<file path="src/pkg/sisf_pkg.sv">
package sisf_pkg;

  typedef enum logic [2:0]
  {
    OP_NONE,
    OP_SOFTWARE_INTERRUPT_INSTRUCTION,
    OP_INTO,
    OP_BREAKPOINT_TRAP_INSTRUCTION,
    OP_BOUND,
    OP_INTERRUPT_RETURN_INSTRUCTION,
    OP_ENTER,
    OP_LEAVE
  } sisf_op_t;

  localparam logic [7:0] VEC_BREAKPOINT = 8'h03;
  localparam logic [7:0] VEC_OVERFLOW = 8'h04;
  localparam logic [7:0] VEC_RANGE = 8'h05;

  localparam int FLAG_IF_POS = 9;
  localparam int FLAG_OF_POS = 11;
  localparam int FLAG_NT_POS = 14;
  localparam logic [31:0] FLAGS_RESET = 32'h0000_0002;

  localparam logic [31:0] SLOT_BYTES = 32'h0000_0004;
  localparam logic [31:0] ENTRY_HI_OFS = 32'h0000_0004;

  localparam int GATE_TYPE_LSB = 8;
  localparam int GATE_TYPE_MSB = 12;
  localparam logic [4:0] GATE_TYPE_TASK = 5'h05;

  localparam logic [2:0] LD_FLAGS = 3'h0;
  localparam logic [2:0] LD_IP = 3'h1;
  localparam logic [2:0] LD_CS = 3'h2;
  localparam logic [2:0] LD_SP = 3'h3;
  localparam logic [2:0] LD_BP = 3'h4;

  localparam int LEVEL_BITS_DEF = 5;

endpackage

</file>
<file path="src/logic/sisf_unit.sv">
`timescale 1ns/1ps
module sisf_unit
#(
  parameter int LEVEL_BITS = sisf_pkg::LEVEL_BITS_DEF
)
(
  input wire logic CLOCK,
  input wire logic RST,
  input wire logic CE,
  input wire logic REAL_MODE,
  input wire logic [31:0] TABLE_BASE,
  input wire logic LD_VALID,
  input wire logic [2:0] LD_SEL,
  input wire logic [31:0] LD_DATA,
  input wire logic CMD_VALID,
  output logic CMD_READY,
  input wire sisf_pkg::sisf_op_t CMD_OP,
  input wire logic [7:0] CMD_VECTOR,
  input wire logic [15:0] CMD_STORAGE,
  input wire logic [7:0] CMD_LEVEL,
  input wire logic [31:0] CMD_OPERAND,
  input wire logic [31:0] CMD_BOUND_ADDR,
  input wire logic CMD_HAS_ERR,
  input wire logic [31:0] CMD_ERR_CODE,
  output logic CMD_DONE,
  output logic VEC_TAKEN,
  output logic [7:0] VEC_NUM,
  output logic MEM_REQ,
  output logic MEM_WE,
  output logic MEM_STACK_SEG,
  output logic [31:0] MEM_ADDR,
  output logic [31:0] MEM_WDATA,
  input wire logic MEM_ACK,
  input wire logic [31:0] MEM_RDATA,
  output logic TASK_REQ,
  output logic TASK_RETURN,
  output logic [15:0] TASK_SEL,
  input wire logic TASK_ACK,
  output logic [31:0] FLAGS,
  output logic [31:0] IP,
  output logic [15:0] CS,
  output logic [31:0] SP,
  output logic [31:0] BP
);
  import sisf_pkg::*;

  generate
    if (LEVEL_BITS < 1 || LEVEL_BITS > 8)
    begin : g_bad_level
      $error("LEVEL_BITS must lie between 1 and 8");
    end
  endgenerate

  typedef enum
  {
    ST_IDLE, ST_BND_LO, ST_BND_HI, ST_CHECK, ST_TBL0, ST_TBL1, ST_TASK,
    ST_PUSH_FL, ST_PUSH_CS, ST_PUSH_IP, ST_PUSH_ERR, ST_JUMP,
    ST_POP_IP, ST_POP_CS, ST_POP_FL,
    ST_EN_BP, ST_EN_RD, ST_EN_WR, ST_EN_FT, ST_EN_ALLOC,
    ST_LV_POP, ST_DONE
  } sisf_state_t;

  sisf_state_t state_q;
  sisf_op_t op_q;
  logic [31:0] flags_q, ip_q, sp_q, bp_q;
  logic [15:0] cs_q;
  logic [7:0] vec_raw_q, vec_num_q;
  logic vec_taken_q;
  logic [15:0] storage_q;
  logic [LEVEL_BITS-1:0] level_q, cnt_q;
  logic [31:0] operand_q, bnd_addr_q, bnd_lo_q, bnd_hi_q;
  logic has_err_q;
  logic [31:0] err_q;
  logic [31:0] hnd_ip_q;
  logic [15:0] hnd_cs_q;
  logic int_gate_q;
  logic [31:0] frame_q, walk_q, copy_q;
  logic task_req_q, task_ret_q;
  logic mem_req_q, mem_we_q, mem_stk_q;
  logic [31:0] mem_addr_q, mem_wdata_q;
  logic mem_we_d, mem_stk_d;
  logic [31:0] mem_addr_d, mem_wdata_d;
  logic mem_done;
  logic dec_take;
  logic [7:0] dec_vec;

  function automatic logic uses_mem(input sisf_state_t s);
    case (s)
      ST_BND_LO, ST_BND_HI, ST_TBL0, ST_TBL1,
      ST_PUSH_FL, ST_PUSH_CS, ST_PUSH_IP, ST_PUSH_ERR,
      ST_POP_IP, ST_POP_CS, ST_POP_FL,
      ST_EN_BP, ST_EN_RD, ST_EN_WR, ST_EN_FT, ST_LV_POP: uses_mem = 1'b1;
      default: uses_mem = 1'b0;
    endcase
  endfunction

  sisf_trap_decode u_decode
  (
    .op(op_q),
    .vector_in(vec_raw_q),
    .of_flag(flags_q[FLAG_OF_POS]),
    .bnd_val(operand_q),
    .bnd_lo(bnd_lo_q),
    .bnd_hi(bnd_hi_q),
    .take(dec_take),
    .vector(dec_vec)
  );

  assign mem_done = mem_req_q && MEM_ACK;
  // Loads win over commands so the core can seed state before a sequence
  assign CMD_READY = (state_q == ST_IDLE) && !LD_VALID;
  assign CMD_DONE = (state_q == ST_DONE);

  // Address and data of the access the current state needs
  always_comb
  begin
    mem_addr_d = sp_q - SLOT_BYTES;
    mem_wdata_d = 32'h0000_0000;
    mem_we_d = 1'b0;
    mem_stk_d = 1'b1;
    case (state_q)
      ST_BND_LO:
      begin
        mem_addr_d = bnd_addr_q;
        mem_stk_d = 1'b0;
      end
      ST_BND_HI:
      begin
        mem_addr_d = bnd_addr_q + ENTRY_HI_OFS;
        mem_stk_d = 1'b0;
      end
      ST_TBL0:
      begin
        // Real mode entries are one dword, protected gates two
        mem_addr_d = REAL_MODE ? TABLE_BASE + {22'h0, vec_num_q, 2'b00}
                               : TABLE_BASE + {21'h0, vec_num_q, 3'b000};
        mem_stk_d = 1'b0;
      end
      ST_TBL1:
      begin
        mem_addr_d = TABLE_BASE + {21'h0, vec_num_q, 3'b000} + ENTRY_HI_OFS;
        mem_stk_d = 1'b0;
      end
      ST_PUSH_FL:
      begin
        mem_we_d = 1'b1;
        mem_wdata_d = flags_q;
      end
      ST_PUSH_CS:
      begin
        mem_we_d = 1'b1;
        mem_wdata_d = {16'h0000, cs_q};
      end
      ST_PUSH_IP:
      begin
        mem_we_d = 1'b1;
        mem_wdata_d = ip_q;
      end
      ST_PUSH_ERR:
      begin
        mem_we_d = 1'b1;
        mem_wdata_d = err_q;
      end
      ST_POP_IP, ST_POP_CS, ST_POP_FL:
      begin
        mem_addr_d = sp_q;
      end
      ST_EN_BP:
      begin
        mem_we_d = 1'b1;
        mem_wdata_d = bp_q;
      end
      ST_EN_RD:
      begin
        // Frame-base relative read, so it goes to the stack segment
        mem_addr_d = walk_q - SLOT_BYTES;
        mem_stk_d = 1'b1;
      end
      ST_EN_WR:
      begin
        mem_we_d = 1'b1;
        mem_wdata_d = copy_q;
      end
      ST_EN_FT:
      begin
        mem_we_d = 1'b1;
        mem_wdata_d = frame_q;
      end
      ST_LV_POP:
      begin
        mem_addr_d = bp_q;
      end
      default:
      begin
        mem_addr_d = sp_q - SLOT_BYTES;
      end
    endcase
  end

  // Memory port: one access at a time, held until acknowledged
  always_ff @(posedge CLOCK or posedge RST)
  begin
    if (RST)
    begin
      mem_req_q <= 1'b0;
      mem_we_q <= 1'b0;
      mem_stk_q <= 1'b0;
      mem_addr_q <= 32'h0000_0000;
      mem_wdata_q <= 32'h0000_0000;
    end
    else if (CE)
    begin
      if (mem_done)
      begin
        mem_req_q <= 1'b0;
      end
      else if (!mem_req_q && uses_mem(state_q))
      begin
        mem_req_q <= 1'b1;
        mem_we_q <= mem_we_d;
        mem_stk_q <= mem_stk_d;
        mem_addr_q <= mem_addr_d;
        mem_wdata_q <= mem_wdata_d;
      end
    end
  end

  // Sequencer and architectural registers
  always_ff @(posedge CLOCK or posedge RST)
  begin
    if (RST)
    begin
      state_q <= ST_IDLE;
      op_q <= OP_NONE;
      flags_q <= FLAGS_RESET;
      ip_q <= 32'h0000_0000;
      cs_q <= 16'h0000;
      sp_q <= 32'h0000_0000;
      bp_q <= 32'h0000_0000;
      vec_raw_q <= 8'h00;
      vec_num_q <= 8'h00;
      vec_taken_q <= 1'b0;
      storage_q <= 16'h0000;
      level_q <= '0;
      cnt_q <= '0;
      operand_q <= 32'h0000_0000;
      bnd_addr_q <= 32'h0000_0000;
      bnd_lo_q <= 32'h0000_0000;
      bnd_hi_q <= 32'h0000_0000;
      has_err_q <= 1'b0;
      err_q <= 32'h0000_0000;
      hnd_ip_q <= 32'h0000_0000;
      hnd_cs_q <= 16'h0000;
      int_gate_q <= 1'b0;
      frame_q <= 32'h0000_0000;
      walk_q <= 32'h0000_0000;
      copy_q <= 32'h0000_0000;
      task_req_q <= 1'b0;
      task_ret_q <= 1'b0;
    end
    else if (CE)
    begin
      case (state_q)
        ST_IDLE:
        begin
          vec_taken_q <= 1'b0;
          if (LD_VALID)
          begin
            case (LD_SEL)
              LD_FLAGS: flags_q <= LD_DATA;
              LD_IP: ip_q <= LD_DATA;
              LD_CS: cs_q <= LD_DATA[15:0];
              LD_SP: sp_q <= LD_DATA;
              LD_BP: bp_q <= LD_DATA;
              default: flags_q <= flags_q;
            endcase
          end
          else if (CMD_VALID)
          begin
            op_q <= CMD_OP;
            vec_raw_q <= CMD_VECTOR;
            storage_q <= CMD_STORAGE;
            level_q <= CMD_LEVEL[LEVEL_BITS-1:0];
            operand_q <= CMD_OPERAND;
            bnd_addr_q <= CMD_BOUND_ADDR;
            has_err_q <= CMD_HAS_ERR;
            err_q <= CMD_ERR_CODE;
            case (CMD_OP)
              OP_SOFTWARE_INTERRUPT_INSTRUCTION, OP_INTO, OP_BREAKPOINT_TRAP_INSTRUCTION: state_q <= ST_CHECK;
              OP_BOUND: state_q <= ST_BND_LO;
              OP_INTERRUPT_RETURN_INSTRUCTION:
              begin
                if (!REAL_MODE && flags_q[FLAG_NT_POS])
                begin
                  task_req_q <= 1'b1;
                  task_ret_q <= 1'b1;
                  state_q <= ST_TASK;
                end
                else
                begin
                  state_q <= ST_POP_IP;
                end
              end
              OP_ENTER: state_q <= ST_EN_BP;
              OP_LEAVE: state_q <= ST_LV_POP;
              default: state_q <= ST_DONE;
            endcase
          end
        end
        ST_BND_LO:
        begin
          if (mem_done)
          begin
            bnd_lo_q <= MEM_RDATA;
            state_q <= ST_BND_HI;
          end
        end
        ST_BND_HI:
        begin
          if (mem_done)
          begin
            bnd_hi_q <= MEM_RDATA;
            state_q <= ST_CHECK;
          end
        end
        ST_CHECK:
        begin
          vec_num_q <= dec_vec;
          state_q <= dec_take ? ST_TBL0 : ST_DONE;
        end
        ST_TBL0:
        begin
          if (mem_done)
          begin
            hnd_ip_q <= {16'h0000, MEM_RDATA[15:0]};
            hnd_cs_q <= MEM_RDATA[31:16];
            int_gate_q <= 1'b0;
            state_q <= REAL_MODE ? ST_PUSH_FL : ST_TBL1;
          end
        end
        ST_TBL1:
        begin
          if (mem_done)
          begin
            hnd_ip_q[31:16] <= MEM_RDATA[31:16];
            int_gate_q <= !MEM_RDATA[GATE_TYPE_LSB];
            if (MEM_RDATA[GATE_TYPE_MSB:GATE_TYPE_LSB] == GATE_TYPE_TASK)
            begin
              // The switcher saves and restores the complete task state
              task_req_q <= 1'b1;
              task_ret_q <= 1'b0;
              state_q <= ST_TASK;
            end
            else
            begin
              state_q <= ST_PUSH_FL;
            end
          end
        end
        ST_TASK:
        begin
          if (TASK_ACK)
          begin
            task_req_q <= 1'b0;
            vec_taken_q <= !task_ret_q;
            state_q <= ST_DONE;
          end
        end
        ST_PUSH_FL:
        begin
          if (mem_done)
          begin
            sp_q <= sp_q - SLOT_BYTES;
            state_q <= ST_PUSH_CS;
          end
        end
        ST_PUSH_CS:
        begin
          if (mem_done)
          begin
            sp_q <= sp_q - SLOT_BYTES;
            state_q <= ST_PUSH_IP;
          end
        end
        ST_PUSH_IP:
        begin
          if (mem_done)
          begin
            sp_q <= sp_q - SLOT_BYTES;
            state_q <= has_err_q ? ST_PUSH_ERR : ST_JUMP;
          end
        end
        ST_PUSH_ERR:
        begin
          if (mem_done)
          begin
            sp_q <= sp_q - SLOT_BYTES;
            state_q <= ST_JUMP;
          end
        end
        ST_JUMP:
        begin
          ip_q <= hnd_ip_q;
          cs_q <= hnd_cs_q;
          if (int_gate_q)
          begin
            flags_q[FLAG_IF_POS] <= 1'b0;
          end
          vec_taken_q <= 1'b1;
          state_q <= ST_DONE;
        end
        ST_POP_IP:
        begin
          if (mem_done)
          begin
            ip_q <= MEM_RDATA;
            sp_q <= sp_q + SLOT_BYTES;
            state_q <= ST_POP_CS;
          end
        end
        ST_POP_CS:
        begin
          if (mem_done)
          begin
            cs_q <= MEM_RDATA[15:0];
            sp_q <= sp_q + SLOT_BYTES;
            state_q <= ST_POP_FL;
          end
        end
        ST_POP_FL:
        begin
          if (mem_done)
          begin
            flags_q <= MEM_RDATA;
            sp_q <= sp_q + SLOT_BYTES;
            state_q <= ST_DONE;
          end
        end
        ST_EN_BP:
        begin
          if (mem_done)
          begin
            sp_q <= sp_q - SLOT_BYTES;
            frame_q <= sp_q - SLOT_BYTES;
            walk_q <= bp_q;
            cnt_q <= level_q - 1'b1;
            if (level_q == '0)
            begin
              state_q <= ST_EN_ALLOC;
            end
            else if (level_q == 1)
            begin
              state_q <= ST_EN_FT;
            end
            else
            begin
              state_q <= ST_EN_RD;
            end
          end
        end
        ST_EN_RD:
        begin
          if (mem_done)
          begin
            walk_q <= walk_q - SLOT_BYTES;
            copy_q <= MEM_RDATA;
            state_q <= ST_EN_WR;
          end
        end
        ST_EN_WR:
        begin
          if (mem_done)
          begin
            sp_q <= sp_q - SLOT_BYTES;
            cnt_q <= cnt_q - 1'b1;
            state_q <= (cnt_q == 1) ? ST_EN_FT : ST_EN_RD;
          end
        end
        ST_EN_FT:
        begin
          if (mem_done)
          begin
            sp_q <= sp_q - SLOT_BYTES;
            state_q <= ST_EN_ALLOC;
          end
        end
        ST_EN_ALLOC:
        begin
          bp_q <= frame_q;
          sp_q <= sp_q - {16'h0000, storage_q};
          state_q <= ST_DONE;
        end
        ST_LV_POP:
        begin
          if (mem_done)
          begin
            // Stack pointer takes the frame base, then the pop moves it past the slot
            sp_q <= bp_q + SLOT_BYTES;
            bp_q <= MEM_RDATA;
            state_q <= ST_DONE;
          end
        end
        ST_DONE:
        begin
          state_q <= ST_IDLE;
        end
        default:
        begin
          state_q <= ST_IDLE;
        end
      endcase
    end
  end

  assign VEC_TAKEN = vec_taken_q;
  assign VEC_NUM = vec_num_q;
  assign MEM_REQ = mem_req_q;
  assign MEM_WE = mem_we_q;
  assign MEM_STACK_SEG = mem_stk_q;
  assign MEM_ADDR = mem_addr_q;
  assign MEM_WDATA = mem_wdata_q;
  assign TASK_REQ = task_req_q;
  assign TASK_RETURN = task_ret_q;
  assign TASK_SEL = hnd_cs_q;
  assign FLAGS = flags_q;
  assign IP = ip_q;
  assign CS = cs_q;
  assign SP = sp_q;
  assign BP = bp_q;
endmodule

</file>
<file path="src/logic/sisf_trap_decode.sv">
`timescale 1ns/1ps
module sisf_trap_decode
(
  input wire sisf_pkg::sisf_op_t op,
  input wire logic [7:0] vector_in,
  input wire logic of_flag,
  input wire logic [31:0] bnd_val,
  input wire logic [31:0] bnd_lo,
  input wire logic [31:0] bnd_hi,
  output logic take,
  output logic [7:0] vector
);
  import sisf_pkg::*;

  logic out_of_range;

  // Bounds are signed, as array indices may be negative
  assign out_of_range = ($signed(bnd_val) < $signed(bnd_lo)) ||
                        ($signed(bnd_val) > $signed(bnd_hi));

  // Only these explicit instructions can raise a trap; no implicit checks exist
  always_comb
  begin
    take = 1'b0;
    vector = vector_in;
    case (op)
      OP_SOFTWARE_INTERRUPT_INSTRUCTION:
      begin
        take = 1'b1;
        vector = vector_in;
      end
      OP_INTO:
      begin
        take = of_flag;
        vector = VEC_OVERFLOW;
      end
      OP_BREAKPOINT_TRAP_INSTRUCTION:
      begin
        take = 1'b1;
        vector = VEC_BREAKPOINT;
      end
      OP_BOUND:
      begin
        take = out_of_range;
        vector = VEC_RANGE;
      end
      default:
      begin
        take = 1'b0;
        vector = vector_in;
      end
    endcase
  end
endmodule

</file>
<file path="config.mk">
export PLATFORM = sky130hd
export DESIGN_NAME = sisf_unit
export DESIGN_NICKNAME = d
export VERILOG_FILES = /design/src/pkg/sisf_pkg.sv /design/src/logic/sisf_unit.sv /design/src/logic/sisf_trap_decode.sv
export SDC_FILE = /design/constraint.sdc
export NUM_CORES = 2
export LEC_CHECK = 0
export BUFFER_PORTS_ARGS = -buffer_cell sky130_fd_sc_hd__buf_2
export CORE_UTILIZATION = 30
export CTS_BUF_LIST = sky130_fd_sc_hd__clkbuf_4
export DETAILED_ROUTE_END_ITERATION = 6
export SYNTH_ARGS = -nofsm -noshare
export SYNTH_HDL_FRONTEND = slang
export SYNTH_SLANG_ARGS = --single-unit
</file>
<file path="constraint.sdc">
create_clock -name CLOCK -period 38.9 [get_ports CLOCK]
set_input_delay 7.78 -clock CLOCK [delete_from_list [all_inputs] [get_ports CLOCK]]
set_output_delay 7.78 -clock CLOCK [all_outputs]
set_load 0.01 [all_outputs]
</file>
==> summary.txt <==
final worst-path cycle share: 41.2%
Max Fclk: 62.4 MHz
#FFs+latches synth: 570
CORE AREA: 0.113 mm²
clock network fraction of total power: 18.5%
via-per-instance ratio: 5.66
Comb power frac: 46.3%
final hold violation count: 0
Syn Nets: 4077
first-pass GRT wire length: 221 mm
sequential share of power: 35.2%
Worst R2R End: SP[30]$_DFFE_PP0P_
initial antenna violation count: 14
minimum clock period: 16.03 ns
RePlAce Congestion: 0.970
outcome: complete, but fails checks
clk buf depth: 3
Slew Viols, Final: 0
hold path endpoint: MEM_WDATA[25]$_DFFE_PP0P_
synthesized area per cell: 9.17 µm²
Post CTS Setup Buffer Count: 0
synth unique cells: 104
post-synthesis cell area: 0.0342 mm²
Worst Reg2Reg Path Length in Cells: 15
CP Cell Sequence: buf_2, nor2_1, buf_2
VDD IR max: 0.0350 mV
post-route cell area: 0.0403 mm²
sequential share of the synthesized area: 41.8%
clock root cell: clkbuf_4
clock skew: 0.143 ns
drt pass-1 iters: 7
Sw Ratio: 47.3%
Initial Util: 30.3%
Cells after Synth: 3726
DIE AREA: 0.115 mm²
Hold Crit Start: MEM_WDATA[25]$_DFFE_PP0P_
fillers: 11800
RSZ-0062 raised after global routing: no
crit start category: input pin
Synth Warn #: 0
Sink Count: 570
num rows: 123
Max Cap Viol: 0
worst hold path class: flip-flop to flip-flop
Sequential cell area: 0.0143 mm²
All-Layer GR Usage: 26.0%
CP max-delay cell: nor2_1
Initial DRC Count: 3903
CP most frequent cell: buf_2
Die Wd: 339 µm
layout cell share with drive strength beyond 1: 25.7%
later-pin clock latency in the skew report: 1.21 ns
Post-synth EDFFs: 0
nets: 4521
area of the multi-input gates: 0.0185 mm²
Worst-path clk slew: 0.06 ns
Hold Path Depth: 1
cts-stage hold buffer count: 0
post-detail-place hpwl: 112 mm
P_leak: 18.3 nW
mean routed wirelength per cell: 26.5 µm
CP Class: input pin to primary output
TNS Setup: 0 ns
Worst Path Buf+Inv: 2
CTS tree: done
vias in the first global route: 31400
internal power: 1.76 mW
total gr overflow: 0
Synth area leaders: dfrtp_1, mux2_2, nand2_1
DR DRC count: 5
worst slew pin tran: 1.21 ns
DP Area: 0.0380 mm²
Die Ht: 339 µm
crit-path max FO: 3
failing checks: design-rule violations
Worst EP required: 31.12 ns
P_sw: 1.58 mW
Resized cells post-CTS: 0
Worst path max stage delay: 0.18 ns
top_reg_cell synth: dfrtp_1
Area growth syn-to-layout: 17.8%
IO Count: 479
Worst R2R Setup Slack: 33.64 ns
most frequent cells in the layout: dfrtp_1, nand2_1, buf_2, o21ai_0, clkbuf_4
Max-slew headroom: 19.0%
Final setup viols: 0
element type at the critical path end: primary output
via count: 33000
Port Buffers: 475
routed wire length: 154 mm
Power Density: 82.9 mW/mm²
ys async rst share: 100%
share of the synthesized area in the top cell type: 41.7%
commonest non-fill, non-tap cell in the layout: dfrtp_1
r2r startpoint: state_q[0]$_DFFE_PP0P_
CP arrival: 8.25 ns
CP top delay family: buffers and inverters
Synth area leader: dfrtp_1
largest net degree at the start of global routing: 168
TritonCTS buffer count: 170
H-tree depth: 4
Antenna Nets Post-Route: 0
==> Yosys cell counts (14+ instances only) <==
library cell / n
dfrtp_1: 569
nand2_1: 543
o21ai_0: 277
nor2_1: 245
clkbuf_1: 215
mux2_2: 208
a21oi_1: 191
inv_1: 118
ha_1: 109
xnor2_1: 102
a31oi_1: 97
a22oi_1: 92
nand3_1: 79
xor2_1: 77
nor3_1: 71
a222oi_1: 65
mux2i_1: 58
a21o_1: 50
a22o_1: 46
nand4_1: 37
a221oi_1: 33
o22ai_1: 31
buf_1: 28
o221ai_1: 26
nor2b_1: 22
nor4_1: 21
nand2b_1: 19
or3_1: 19
a211oi_1: 17
a221o_1: 17
and3_1: 15
buf_2: 15
o211ai_1: 14
==> final cells by class <==
cell class	instances	share of cell area (%)
multi-input cells	2767	45.9
flip-flops and latches	570	35.4
repair buffers	543	7.20
clock buffers	255	4.76
well taps	1500	4.66
inverters	118	1.12
clock inverters	46	0.780
diodes	18	0.112
==> logic make-up after synthesis <==
group	count (synthesis)	synth area share, %
adders and majority gates	112	4.17
AOI/OAI and AO/OA	1047	20.6
xor gates and xnor gates	179	4.59
DFF	570	41.8
buffers and inverters	389	4.52
and+or+nand+nor	1162	15.8
muxes	267	8.60
==> per-layer routing <==
metal	wire, µm	track usage (%)	up-vias	share of wire (%)
li1	-	-	14600	-
met1	63500	33.8	16300	41
met2	70000	40.4	1746	45
met3	13600	6.21	325	8.8
met4	6730	12.3	10	4.4
met5	195	0.735	-	0.13
==> worst max path at each step <==
stage,depth (start not counted),startpoint,slack (ns),endpoint
2_1_floorplan,1,RST,15.18,BP[0]$_DFFE_PP0P_
3_3_place_gp,3,LD_VALID,22.91,CMD_READY
3_5_place_dp,3,LD_VALID,22.88,CMD_READY
4_1_cts,3,LD_VALID,22.88,CMD_READY
5_1_grt,3,LD_VALID,22.82,CMD_READY
6_report,3,LD_VALID,22.87,CMD_READY
==> registers in the layout, indices dropped and copies added, names as in the netlist, 32 cells and up <==
register and flops:
hnd_ip_q 32, operand_q 32, MEM_WDATA 32, FLAGS 32, SP 32, bnd_hi_q 32, bnd_addr_q 32, IP 32
err_q 32, bnd_lo_q 32, MEM_ADDR 32, frame_q 32, BP 32, walk_q 32, copy_q 32
==> power by group through the flow <==
stage / sequential (mW) / clock [mW] / combinational, mW
2_1_floorplan: 1.05 / 0 / 0.975
3_3_place_gp: 1.17 / 0 / 1.50
3_5_place_dp: 1.17 / 0 / 1.52
4_1_cts: 1.17 / 0.630 / 1.53
5_1_grt: 1.20 / 0.664 / 1.68
6_report: 1.18 / 0.617 / 1.55
==> stage by stage <==
| step | util [%] | setup slack (ns) | power, mW | cells | hold slack (ns) |
|---|---|---|---|---|---|
| detailed placement | 33.7 | 22.88 | 2.69 | 5498 | 0.461 |
| floorplan | - | 15.18 | 2.03 | 3726 | 0.438 |
| global route | 35.7 | 22.82 | 3.54 | 5814 | 0.484 |
| global placement | 33.7 | 22.91 | 2.67 | 5498 | 0.456 |
| finish | 35.7 | 22.87 | 3.34 | 5817 | 0.469 |
| CTS | 35.7 | 22.88 | 3.32 | 5799 | 0.474 |
(Power assumes the default switching activity.)
